`config.mk`:
```
export PLATFORM = sky130hd
export DESIGN_NAME = pca_ctrl_flat
export DESIGN_NICKNAME = d
export VERILOG_FILES = /design/src/pca_pkg.sv /design/src/pca_if.sv /design/src/pca_ctrl.sv /design/src/flat_wrapper.sv
export SDC_FILE = /design/constraint.sdc
export NUM_CORES = 1
export LEC_CHECK = 0
export BUFFER_PORTS_ARGS = -buffer_cell sky130_fd_sc_hd__buf_4
export CORE_MARGIN = 10
export CORE_UTILIZATION = 30
export CTS_CLUSTER_DIAMETER = 50
export DETAILED_ROUTE_END_ITERATION = 8
export PLACE_DENSITY = 0.43
export SYNTH_ARGS = -nofsm -noshare
export SYNTH_HDL_FRONTEND = slang
export SYNTH_SLANG_ARGS = --single-unit
```
`constraint.sdc`:
```
create_clock -name ref_clk -period 4.7 [get_ports ref_clk]
set_clock_uncertainty 0.15 [all_clocks]
set_input_delay 0.235 -clock ref_clk [delete_from_list [all_inputs] [get_ports ref_clk]]
set_output_delay 0.235 -clock ref_clk [all_outputs]
set_load 0.1 [all_outputs]
```
`src/pca_pkg.sv`:
```
package pca_pkg;
   localparam int NPER = 8;
   localparam int NCPU = 3;
   localparam int NCORE = 2;
   localparam int IDXW = 3;
   localparam int DW = 4;
   localparam int NSRC = 6;
   localparam int SRCW = 3;
   localparam int DIVW = 4;
   localparam int OPW = 3;
   // Kinds of configuration write.
   localparam logic [1:0] KIND_PERIPH = 2'h0;
   localparam logic [1:0] KIND_ISO = 2'h1;
   localparam logic [1:0] KIND_XBAR = 2'h2;
   localparam logic [1:0] KIND_MEM = 2'h3;
   // Field positions inside cfg_data.
   localparam int F_ALLOC = 0;
   localparam int F_KEEP = 1;
   localparam int F_AUTO = 2;
   localparam int F_FILT = 0;
   localparam int F_SEM = 1;
   localparam int F_OWN = 2;
   localparam int F_MEMSH = 0;
   // System power states.
   localparam logic [2:0] SYS_RUN = 3'h0;
   localparam logic [2:0] SYS_STOP1 = 3'h1;
   localparam logic [2:0] SYS_STOP2 = 3'h2;
   localparam logic [2:0] SYS_LP_STOP1 = 3'h3;
   localparam logic [2:0] SYS_LP_STOP2 = 3'h4;
   localparam logic [2:0] SYS_LOW_VOLTAGE_STOP_ONE = 3'h5;
   localparam logic [2:0] SYS_LOW_VOLTAGE_STOP_TWO = 3'h6;
   localparam logic [2:0] SYS_FIRST_STANDBY = 3'h7;
   // Kernel clock sources.
   localparam logic [2:0] SRC_HSI = 3'h0;
   localparam logic [2:0] SRC_MSI = 3'h1;
   localparam logic [2:0] SRC_HSE = 3'h2;
   localparam logic [2:0] SRC_LSE = 3'h3;
   localparam logic [2:0] SRC_LSI = 3'h4;
   localparam logic [2:0] SRC_PLL = 3'h5;
   // Half-period of each source in ref_clk cycles, nibble per source, HSI lowest.
   localparam logic [NSRC*DIVW-1:0] SRC_DIV = 24'h18_8121;
   // Peripheral slots.
   localparam int P_WDG_A = 0;
   localparam int P_WDG_B = 1;
   localparam int P_WDG_C = 2;
   localparam int P_WDG_D = 3;
   localparam int P_PWR_MAIN = 4;
   localparam int P_PWR_AON = 5;
   localparam int P_MEMIF = 6;
   localparam int P_UART = 7;
   // Processors allowed to allocate each slot, one byte per processor, primary lowest.
   localparam logic [NCPU*NPER-1:0] ALLOW_MASK = 24'hF0_FCF3;
   // Slots held by primary and secondary processors at all times.
   localparam logic [NPER-1:0] FIXED_MASK = 8'h30;
   localparam logic [NPER-1:0] SHARE_MASK = 8'h10;
   localparam logic [NPER-1:0] AON_MASK = 8'hA0;
   localparam logic [NPER-1:0] KREQ_MASK = 8'h80;
   // Reset contents.
   localparam logic [NPER-1:0] RST_FILT = 8'h00;
   localparam logic [NPER-1:0] RST_SEM = 8'h00;
   localparam logic [2*NPER-1:0] RST_OWN = 16'h0000;
   localparam logic [SRCW*NPER-1:0] RST_SRC = 24'h00_0000;
   localparam logic RST_MEMSH = 1'b0;
   // User commands of the processor end.
   localparam logic [2:0] OP_PERIPH = 3'h0;
   localparam logic [2:0] OP_ISO = 3'h1;
   localparam logic [2:0] OP_XBAR = 3'h2;
   localparam logic [2:0] OP_MEM = 3'h3;
   localparam logic [2:0] OP_DEDICATE = 3'h4;
   localparam logic [2:0] OP_SHARE = 3'h5;
   typedef enum logic [1:0] {CPU_RUN, CPU_SLEEP, CPU_STOP} pca_cpu_state_e;
endpackage : pca_pkg

```
`src/pca_if.sv`:
```
`timescale 1ns/100ps
interface pca_if;
   import pca_pkg::*;
   logic cfg_valid;
   logic [1:0] cfg_kind;
   logic [1:0] cfg_cpu;
   logic cfg_secure;
   logic [IDXW-1:0] cfg_idx;
   logic [DW-1:0] cfg_data;
   logic cfg_ack;
   logic cfg_err;
   logic [NCORE-1:0] primary_core_idle;
   logic [1:0] stop_request_field;
   logic secondary_idle;
   logic secondary_deep;
   logic third_idle;
   logic third_deep;
   logic [2:0] sys_state;
   logic [NPER-1:0] kernel_clock_request;
   logic [NPER-1:0] bus_clock_request;
   logic [NPER-1:0] bus_clk;
   logic [NPER-1:0] ker_clk;
   logic [NPER*NCPU-1:0] alloc_status;
   modport ctrl (
      input cfg_valid, cfg_kind, cfg_cpu, cfg_secure, cfg_idx, cfg_data,
      input primary_core_idle, stop_request_field, secondary_idle, secondary_deep,
      input third_idle, third_deep, sys_state, kernel_clock_request, bus_clock_request,
      output cfg_ack, cfg_err, bus_clk, ker_clk, alloc_status
   );
   modport agent (
      output cfg_valid, cfg_kind, cfg_cpu, cfg_secure, cfg_idx, cfg_data,
      output primary_core_idle, stop_request_field, secondary_idle, secondary_deep,
      output third_idle, third_deep, sys_state, kernel_clock_request, bus_clock_request,
      input cfg_ack, cfg_err, bus_clk, ker_clk, alloc_status
   );
endinterface : pca_if

```
`src/pca_ctrl.sv`:
```
`timescale 1ns/100ps
//Contract
// - Alloc bit set allocates, clear releases.
// - Sleep-keep holds clocks during owner sleep.
// - Autonomous bit keeps always-on peripherals clocked deep.
// - Six contexts: three processors, secure/non-secure.
// - Reset context assignment, runtime change allowed.
// - Software sets semaphore-shared for dual use.
// - Single-access: only designated processor allocates.
// - Release single-access before reallocation or reconfiguration.
// - Dedicate: filter one, semaphore zero, owner.
// - Memory interface shareable only with share bit.
// - Watchdogs split; power/clock controllers both processors.
// - Only main-domain power controller shareable.
// - Gating follows owner state automatically.
// - Enables from bits, states, requests, source.
// - Primary state: core idles plus stop field.
// - Other processors follow own low-power setting.
// - System state qualifies autonomous requests.
// - Kernel clock rate from crossbar source.
// - Bus clock enable conditions per owner state.
// - Kernel clock enable conditions per owner state.
// - Only serial peripherals raise kernel requests.
module pca_ctrl (
   input wire logic ref_clk,
   input wire logic nrst,
   pca_if.ctrl link
);
   import pca_pkg::*;

   function automatic pca_cpu_state_e lp_state(input logic idle, input logic deep);
      lp_state = !idle ? CPU_RUN : (deep ? CPU_STOP : CPU_SLEEP);
   endfunction : lp_state

   function automatic logic is_fast(input logic [SRCW-1:0] s);
      is_fast = (s == SRC_HSI) || (s == SRC_MSI) || (s == SRC_HSE);
   endfunction : is_fast

   function automatic logic is_low(input logic [SRCW-1:0] s);
      is_low = (s == SRC_LSE) || (s == SRC_LSI);
   endfunction : is_low

   logic [NCPU-1:0] alloc_ff [NPER];
   logic [NPER-1:0] keep_ff;
   logic [NPER-1:0] auto_ff;
   logic [NPER-1:0] filt_ff;
   logic [NPER-1:0] sem_ff;
   logic [1:0] own_ff [NPER];
   logic [SRCW-1:0] src_ff [NPER];
   logic mem_share_ff;
   logic ack_ff;
   logic err_ff;
   logic [NPER-1:0] bus_clk_ff;
   logic [NPER-1:0] ker_clk_ff;
   logic [NSRC-1:0] tick_ff;
   pca_cpu_state_e st [NCPU];
   logic deep_sys;
   logic refuse;
   logic shared_now;
   logic held_other;
   logic [NCPU-1:0] cpu_bit;

   // The primary processor is stopped only once every core idles and a stop is requested.
   always_comb begin
      if (!(&link.primary_core_idle)) begin
         st[0] = CPU_RUN;
      end else if (link.stop_request_field != 2'h0) begin
         st[0] = CPU_STOP;
      end else begin
         st[0] = CPU_SLEEP;
      end
      st[1] = lp_state(link.secondary_idle, link.secondary_deep);
      st[2] = lp_state(link.third_idle, link.third_deep);
   end

   assign deep_sys = (link.sys_state == SYS_LOW_VOLTAGE_STOP_ONE) || (link.sys_state == SYS_LOW_VOLTAGE_STOP_TWO) ||
      (link.sys_state == SYS_FIRST_STANDBY);

   always_comb begin
      cpu_bit = NCPU'(1) << link.cfg_cpu;
      held_other = |(alloc_ff[link.cfg_idx] & ~cpu_bit);
      shared_now = (SHARE_MASK[link.cfg_idx] || (int'(link.cfg_idx) == P_MEMIF && mem_share_ff)) &&
         sem_ff[link.cfg_idx];
      refuse = 1'b0;
      case (link.cfg_kind)
         KIND_PERIPH: begin
            if (link.cfg_data[F_ALLOC] && !alloc_ff[link.cfg_idx][link.cfg_cpu]) begin
               if (!ALLOW_MASK[int'(link.cfg_cpu) * NPER + int'(link.cfg_idx)]) begin
                  refuse = 1'b1;
               end else if (!shared_now && filt_ff[link.cfg_idx] && own_ff[link.cfg_idx] != link.cfg_cpu) begin
                  refuse = 1'b1;
               end else if (!shared_now && held_other) begin
                  refuse = 1'b1;
               end
            end
         end
         KIND_ISO: begin
            // Isolation is owned by the secure contexts only.
            refuse = !link.cfg_secure || (|alloc_ff[link.cfg_idx] && !shared_now);
         end
         default: begin
            refuse = 1'b0;
         end
      endcase
      if (link.cfg_cpu >= 2'(NCPU)) begin
         refuse = 1'b1;
      end
   end

   always_ff @(posedge ref_clk or negedge nrst) begin
      if (!nrst) begin
         ack_ff <= 1'b0;
         err_ff <= 1'b0;
      end else begin
         ack_ff <= link.cfg_valid;
         err_ff <= link.cfg_valid && refuse;
      end
   end

   always_ff @(posedge ref_clk or negedge nrst) begin
      if (!nrst) begin
         for (int p = 0; p < NPER; p++) begin
            alloc_ff[p] <= '0;
         end
         keep_ff <= '0;
         auto_ff <= '0;
      end else if (link.cfg_valid && link.cfg_kind == KIND_PERIPH && link.cfg_cpu < 2'(NCPU)) begin
         if (!refuse) begin
            alloc_ff[link.cfg_idx][link.cfg_cpu] <= link.cfg_data[F_ALLOC];
         end
         keep_ff[link.cfg_idx] <= link.cfg_data[F_KEEP];
         auto_ff[link.cfg_idx] <= link.cfg_data[F_AUTO] && AON_MASK[link.cfg_idx];
      end
   end

   always_ff @(posedge ref_clk or negedge nrst) begin
      if (!nrst) begin
         filt_ff <= RST_FILT;
         sem_ff <= RST_SEM;
         for (int p = 0; p < NPER; p++) begin
            own_ff[p] <= RST_OWN[2*p +: 2];
         end
         mem_share_ff <= RST_MEMSH;
      end else if (link.cfg_valid && !refuse) begin
         if (link.cfg_kind == KIND_ISO) begin
            filt_ff[link.cfg_idx] <= link.cfg_data[F_FILT];
            sem_ff[link.cfg_idx] <= link.cfg_data[F_SEM];
            own_ff[link.cfg_idx] <= link.cfg_data[F_OWN +: 2];
         end else if (link.cfg_kind == KIND_MEM) begin
            mem_share_ff <= link.cfg_data[F_MEMSH];
         end
      end
   end

   always_ff @(posedge ref_clk or negedge nrst) begin
      if (!nrst) begin
         for (int p = 0; p < NPER; p++) begin
            src_ff[p] <= RST_SRC[SRCW*p +: SRCW];
         end
      end else if (link.cfg_valid && link.cfg_kind == KIND_XBAR && !refuse && link.cfg_data[SRCW-1:0] < 3'(NSRC)) begin
         src_ff[link.cfg_idx] <= link.cfg_data[SRCW-1:0];
      end
   end

   genvar s;
   generate
      for (s = 0; s < NSRC; s++) begin : g_src
         logic [DIVW-1:0] cnt_ff;
         always_ff @(posedge ref_clk or negedge nrst) begin
            if (!nrst) begin
               cnt_ff <= '0;
               tick_ff[s] <= 1'b0;
            end else if (cnt_ff >= SRC_DIV[s*DIVW +: DIVW] - 4'h1) begin
               cnt_ff <= '0;
               tick_ff[s] <= 1'b1;
            end else begin
               cnt_ff <= cnt_ff + 4'h1;
               tick_ff[s] <= 1'b0;
            end
         end
      end
   endgenerate

   genvar p;
   generate
      for (p = 0; p < NPER; p++) begin : g_per
         logic be;
         logic ke;
         logic kreq;
         logic amen;
         logic [SRCW-1:0] sel_ff;
         assign kreq = link.kernel_clock_request[p] && KREQ_MASK[p];
         assign amen = auto_ff[p] && AON_MASK[p];
         always_comb begin
            be = 1'b0;
            ke = 1'b0;
            for (int c = 0; c < NCPU; c++) begin
               if (alloc_ff[p][c] || (FIXED_MASK[p] && c < 2)) begin
                  case (st[c])
                     CPU_RUN: begin
                        be = 1'b1;
                        ke = 1'b1;
                     end
                     CPU_SLEEP: begin
                        be = be || keep_ff[p];
                        ke = ke || keep_ff[p];
                     end
                     CPU_STOP: begin
                        // Deep system states let only autonomous peripherals' bus clocks through; the kernel enable ignores the system state.
                        be = be || (keep_ff[p] && link.bus_clock_request[p] && (!deep_sys || amen));
                        ke = ke || (keep_ff[p] && ((kreq && is_fast(src_ff[p])) || is_low(src_ff[p]) ||
                           (amen && kreq && (is_low(src_ff[p]) || src_ff[p] == SRC_MSI))));
                     end
                     default: begin
                        be = be;
                     end
                  endcase
               end
            end
         end
         // Enables are only taken while the output is low, so high phases are never cut short.
         always_ff @(posedge ref_clk or negedge nrst) begin
            if (!nrst) begin
               bus_clk_ff[p] <= 1'b0;
            end else begin
               bus_clk_ff[p] <= !bus_clk_ff[p] && be;
            end
         end
         always_ff @(posedge ref_clk or negedge nrst) begin
            if (!nrst) begin
               ker_clk_ff[p] <= 1'b0;
               sel_ff <= '0;
            end else if (!ker_clk_ff[p] && sel_ff != src_ff[p]) begin
               sel_ff <= src_ff[p];
            end else if (tick_ff[sel_ff]) begin
               ker_clk_ff[p] <= !ker_clk_ff[p] && ke;
            end
         end
         assign link.alloc_status[p*NCPU +: NCPU] = alloc_ff[p];
      end
   endgenerate

   assign link.cfg_ack = ack_ff;
   assign link.cfg_err = err_ff;
   assign link.bus_clk = bus_clk_ff;
   assign link.ker_clk = ker_clk_ff;
endmodule : pca_ctrl

```
`src/flat_wrapper.sv`:
```
// flat-port wrapper written by rule: the top's interface ports become plain ports
module pca_ctrl_flat import pca_pkg::*;
  (ref_clk, nrst, link_cfg_valid, link_cfg_kind, link_cfg_cpu, link_cfg_secure, link_cfg_idx, link_cfg_data, link_primary_core_idle, link_stop_request_field, link_secondary_idle, link_secondary_deep, link_third_idle, link_third_deep, link_sys_state, link_kernel_clock_request, link_bus_clock_request, link_cfg_ack, link_cfg_err, link_bus_clk, link_ker_clk, link_alloc_status);
  pca_if link_i ();
  input wire logic ref_clk;
  input wire logic nrst;
  input wire logic [$bits(link_i.cfg_valid)-1:0] link_cfg_valid;
  input wire logic [$bits(link_i.cfg_kind)-1:0] link_cfg_kind;
  input wire logic [$bits(link_i.cfg_cpu)-1:0] link_cfg_cpu;
  input wire logic [$bits(link_i.cfg_secure)-1:0] link_cfg_secure;
  input wire logic [$bits(link_i.cfg_idx)-1:0] link_cfg_idx;
  input wire logic [$bits(link_i.cfg_data)-1:0] link_cfg_data;
  input wire logic [$bits(link_i.primary_core_idle)-1:0] link_primary_core_idle;
  input wire logic [$bits(link_i.stop_request_field)-1:0] link_stop_request_field;
  input wire logic [$bits(link_i.secondary_idle)-1:0] link_secondary_idle;
  input wire logic [$bits(link_i.secondary_deep)-1:0] link_secondary_deep;
  input wire logic [$bits(link_i.third_idle)-1:0] link_third_idle;
  input wire logic [$bits(link_i.third_deep)-1:0] link_third_deep;
  input wire logic [$bits(link_i.sys_state)-1:0] link_sys_state;
  input wire logic [$bits(link_i.kernel_clock_request)-1:0] link_kernel_clock_request;
  input wire logic [$bits(link_i.bus_clock_request)-1:0] link_bus_clock_request;
  output wire logic [$bits(link_i.cfg_ack)-1:0] link_cfg_ack;
  output wire logic [$bits(link_i.cfg_err)-1:0] link_cfg_err;
  output wire logic [$bits(link_i.bus_clk)-1:0] link_bus_clk;
  output wire logic [$bits(link_i.ker_clk)-1:0] link_ker_clk;
  output wire logic [$bits(link_i.alloc_status)-1:0] link_alloc_status;
  assign link_i.cfg_valid = link_cfg_valid;
  assign link_i.cfg_kind = link_cfg_kind;
  assign link_i.cfg_cpu = link_cfg_cpu;
  assign link_i.cfg_secure = link_cfg_secure;
  assign link_i.cfg_idx = link_cfg_idx;
  assign link_i.cfg_data = link_cfg_data;
  assign link_i.primary_core_idle = link_primary_core_idle;
  assign link_i.stop_request_field = link_stop_request_field;
  assign link_i.secondary_idle = link_secondary_idle;
  assign link_i.secondary_deep = link_secondary_deep;
  assign link_i.third_idle = link_third_idle;
  assign link_i.third_deep = link_third_deep;
  assign link_i.sys_state = link_sys_state;
  assign link_i.kernel_clock_request = link_kernel_clock_request;
  assign link_i.bus_clock_request = link_bus_clock_request;
  assign link_cfg_ack = link_i.cfg_ack;
  assign link_cfg_err = link_i.cfg_err;
  assign link_bus_clk = link_i.bus_clk;
  assign link_ker_clk = link_i.ker_clk;
  assign link_alloc_status = link_i.alloc_status;
  pca_ctrl u_core (.ref_clk(ref_clk), .nrst(nrst), .link(link_i));
endmodule
```
==> summary.txt <==
Status
  • Status: finished, final reports clean

Detailed routing
  • Routed len/inst: 21.2 um
  • Vias per std cell: ~5.4
  • # DRC: 0
  • WL final: roughly 25000 um
  • Post-route ant nets: 0
  • Initial DRC Count: about 550
  • Via count: 6477
  • Drt pass-1 iters: 5

Setup path
  • Critical Path AT: 3610 ps
  • CP max stage delay: 730 ps
  • Worst path cell trace: mux2_2, a221o_1, a221oi_1, o2111ai_1, a211oi_2, buf_4, nor3_1, mux2_1
  • CP bufs+invs: 1
  • Crit-path max FO: 15
  • R2R Path Start: u_core.link.alloc_status[4]$_DFFE_PN0P_
  • Worst-case reg-to-reg path depth: 8
  • Top cell family by delay on the critical path: compound AO/OA/AOI/OAI gates
  • FF-to-FF End: u_core.link.alloc_status[3]$_DFFE_PN0P_
  • Setup crit start kind: register
  • Critical Path Sink Type: register
  • Worst Path Required: between 4000 and 5000 ps
  • R2R setup slack: ~1200 ps
  • CP max-delay cell: a211oi_2
  • Kind of critical path: register to register
  • Crit path from: u_core.link.alloc_status[4]$_DFFE_PN0P_

Global routing
  • Initial antenna violation count: 0
  • Pin count of the biggest net entering global routing: between 50 and 60
  • Total gr overflow: 0
  • Vias in the first global route: about 6.7k
  • Global-route wire length before repair: roughly 40000 um
  • Tot GR Track Use: 15.3%

Timing
  • Hold Vio Cnt, Final: 0
  • # setup viols final: 0
  • RSZ-0062 raised after global routing: no
  • Fmax: 289 MHz
  • Slew margin rel.: roughly 40%
  • Final Max Slew Viols: 0
  • Worst-Margin Slew: ~910 ps
  • Crit path time final: 3460 ps
  • Final period util: between 70% and 80%
  • Setup_tns: 0 ps
  • Final worst slack: 1240 ps

Clock network
  • Clk slew on worst S/H paths: 60 ps
  • # H-tree levels: 4
  • Clock sinks: around 140
  • Worst-Skew Late Latency: 420 ps
  • CTS tree: built
  • Clock Path Buffers: 2
  • Root Driver: clkbuf_16
  • CTS buffer count: 17

Synth
  • Yosys warns: 0
  • Most numerous cell in the Yosys netlist: dfrtp_1
  • FF+latch count, synth: 143
  • Commonest cells in the netlist: dfrtp_1, mux2_2, nand2_1, o21ai_0, nor2_1
  • Synth Flop Type: dfrtp_1
  • Async SR Flop Fraction: 100%
  • Top-area cell type share of the netlist area: 44.8%
  • Sequential share of the synthesized area: 44.8%
  • Netlist cell types: 56
  • Area leader, netlist: dfrtp_1
  • Post-Syn Area: 0.00799 mm2
  • Post-Syn Nets: 829
  • Mapped Cells: 778
  • Post-synth EDFFs: 0
  • Mean Syn Cell Area: 10.3 um2
  • Synth area leaders: dfrtp_1, mux2_2, o21ai_0, nand2_1, mux2i_1

Power
  • Worst VDD drop: 0.188 mV
  • Int Pwr: about 0.0025 W
  • Sequential power share: 41.2%
  • Switching Share: 36.5%
  • Power density cells: 417 mW/mm2
  • Comb pwr share: 26.6%
  • Psw: 0.00144 W
  • Power, Total: 0.00396 W
  • Clock power frac: 32.2%
  • Leakage: roughly 4.2 nW

Die
  • IO Count: 84
  • Core Region: 0.0261 mm2
  • Initial Util: 30.6%
  • Die footprint: 0.0336 mm2
  • Chip width: 183 um
  • Die height: 183 um
  • Row count: just under 60

Hold path
  • Hold depth: 3
  • Hold Path Class: primary input to register
  • Hold path start: link_cfg_kind[1]
  • Hold endpoint: u_core.mem_share_ff$_DFFE_PN0P_

Placement
  • Routability cong.: around 0.85
  • Place WS: 1090 ps
  • DPL Wire Length: 18700 um
  • # port buffers: 76

Finish
  • Util after Layout: 36.3%
  • ANT cells: 0
  • Share of layout cells above drive strength 1: 26.6%
  • Area delta synth->final: 18.8%
  • Nets: 902

Flow run
  • # Max-Cap Violations: 0
[final cells by class]
class | instances | area [um2]
multi-input cells | 582 | 4210
clock inverters | 11 | 82.6
inverters | 22 | 82.6
fillers | 2620 | 16600
clock buffers | 21 | 470
repair buffers | 85 | 649
flip-flops and latches | 143 | 3580
well taps | 335 | 419
[per-layer routing]
layer | wire, um | GRT usage, %
met1 | 11500 | 20.3
met2 | 12500 | 25.2
met3 | 1160 | 2.75
met4 | 271 | 3.84
met5 | 0 | 0
[cells in the final DEF (no fill, tap or decap), types with 7 or more instances in the layout]
cell type	instances
a21oi_1	27
o211ai_1	8
a21boi_0	11
o21a_1	18
nor3_1	25
buf_4	81
nand3_1	24
nand2_1	62
inv_1	20
nor2b_1	14
dfrtp_1	143
nand3b_1	7
nand2b_1	16
o21ai_0	55
ha_1	9
mux2_2	111
clkbuf_16	17
xor2_1	9
nor4bb_1	8
mux2i_1	19
nor2_1	46
o22ai_1	8
a221oi_1	19
xnor2_1	20
[worst reg2reg max path, delay by kind of cell, from the launching register on]
family                 cells  cell delay, ps
buffers and inverters      1             350
and+or+nand+nor            1              80
DFF                        1             450
muxes                      2             600
AOI/OAI and AO/OA          4            1710
[repair_timing]
action,in CTS,in global routing
buffers inserted,0,0
hold buffers,3,0
hold endpoints to repair,65,0
gates resized for setup,0,0
[power groups by stage]
stage	sequential, W	clock (W)	combinational, W
after floorplan	0.00185	0	0.000529
after detailed placement	0.00165	0	0.00106
final	0.00163	0.00128	0.00105
after global routing	0.00166	0.00136	0.00115
after global placement	0.00164	0	0.00103
after CTS	0.00163	0.00131	0.00107
[through the flow]
stage               instance area [um2]  cells  hold WS [ps]
floorplan                          7990    778          -211
CTS                                9490   1199          15.1
finish                             9490   1199          28.4
global placement                   8910   1164          96.8
global route                       9490   1199          45.0
detailed placement                 8910   1164           105
[sequential cells by signal, indices dropped and copies added (netlist names)]
register	count
u_core.g_per.sel_ff	24
u_core.link.alloc_status	24
u_core.src_ff	24
u_core.own_ff	16
u_core.g_src.cnt_ff	12
u_core.filt_ff	8
u_core.keep_ff	8
u_core.link.bus_clk	8
u_core.link.ker_clk	8
u_core.tick_ff	4
u_core.auto_ff	2
u_core.sem_ff	2
u_core.link.cfg_ack	1
u_core.link.cfg_err	1
u_core.mem_share_ff	1
[how the worst max path moves through the flow]
stage	cells after the start	to	slack, ps
final	8	u_core.link.alloc_status[3]$_DFFE_PN0P_	1240
after global routing	8	u_core.link.alloc_status[3]$_DFFE_PN0P_	1050
after CTS	8	u_core.link.alloc_status[3]$_DFFE_PN0P_	1240
after detailed placement	9	u_core.link.alloc_status[3]$_DFFE_PN0P_	1090
after global placement	9	u_core.link.alloc_status[3]$_DFFE_PN0P_	1180
after floorplan	9	u_core.link.alloc_status[17]$_DFFE_PN0P_	1300
[logic make-up (layout without fill, tap and decap cells)]
group | after synthesis | after routing | share of synthesized area, %
simple gates | 225 | 225 | 14.3
compound gates | 186 | 186 | 15.5
flops | 143 | 143 | 44.8
mux | 131 | 131 | 18.2
buf+inv | 53 | 139 | 2.58
xor+xnor | 29 | 29 | 3.18
fa+ha+maj | 9 | 9 | 1.41
other cells | 2 | 2 | 0.0940
Power figures use the tool's default switching activity.
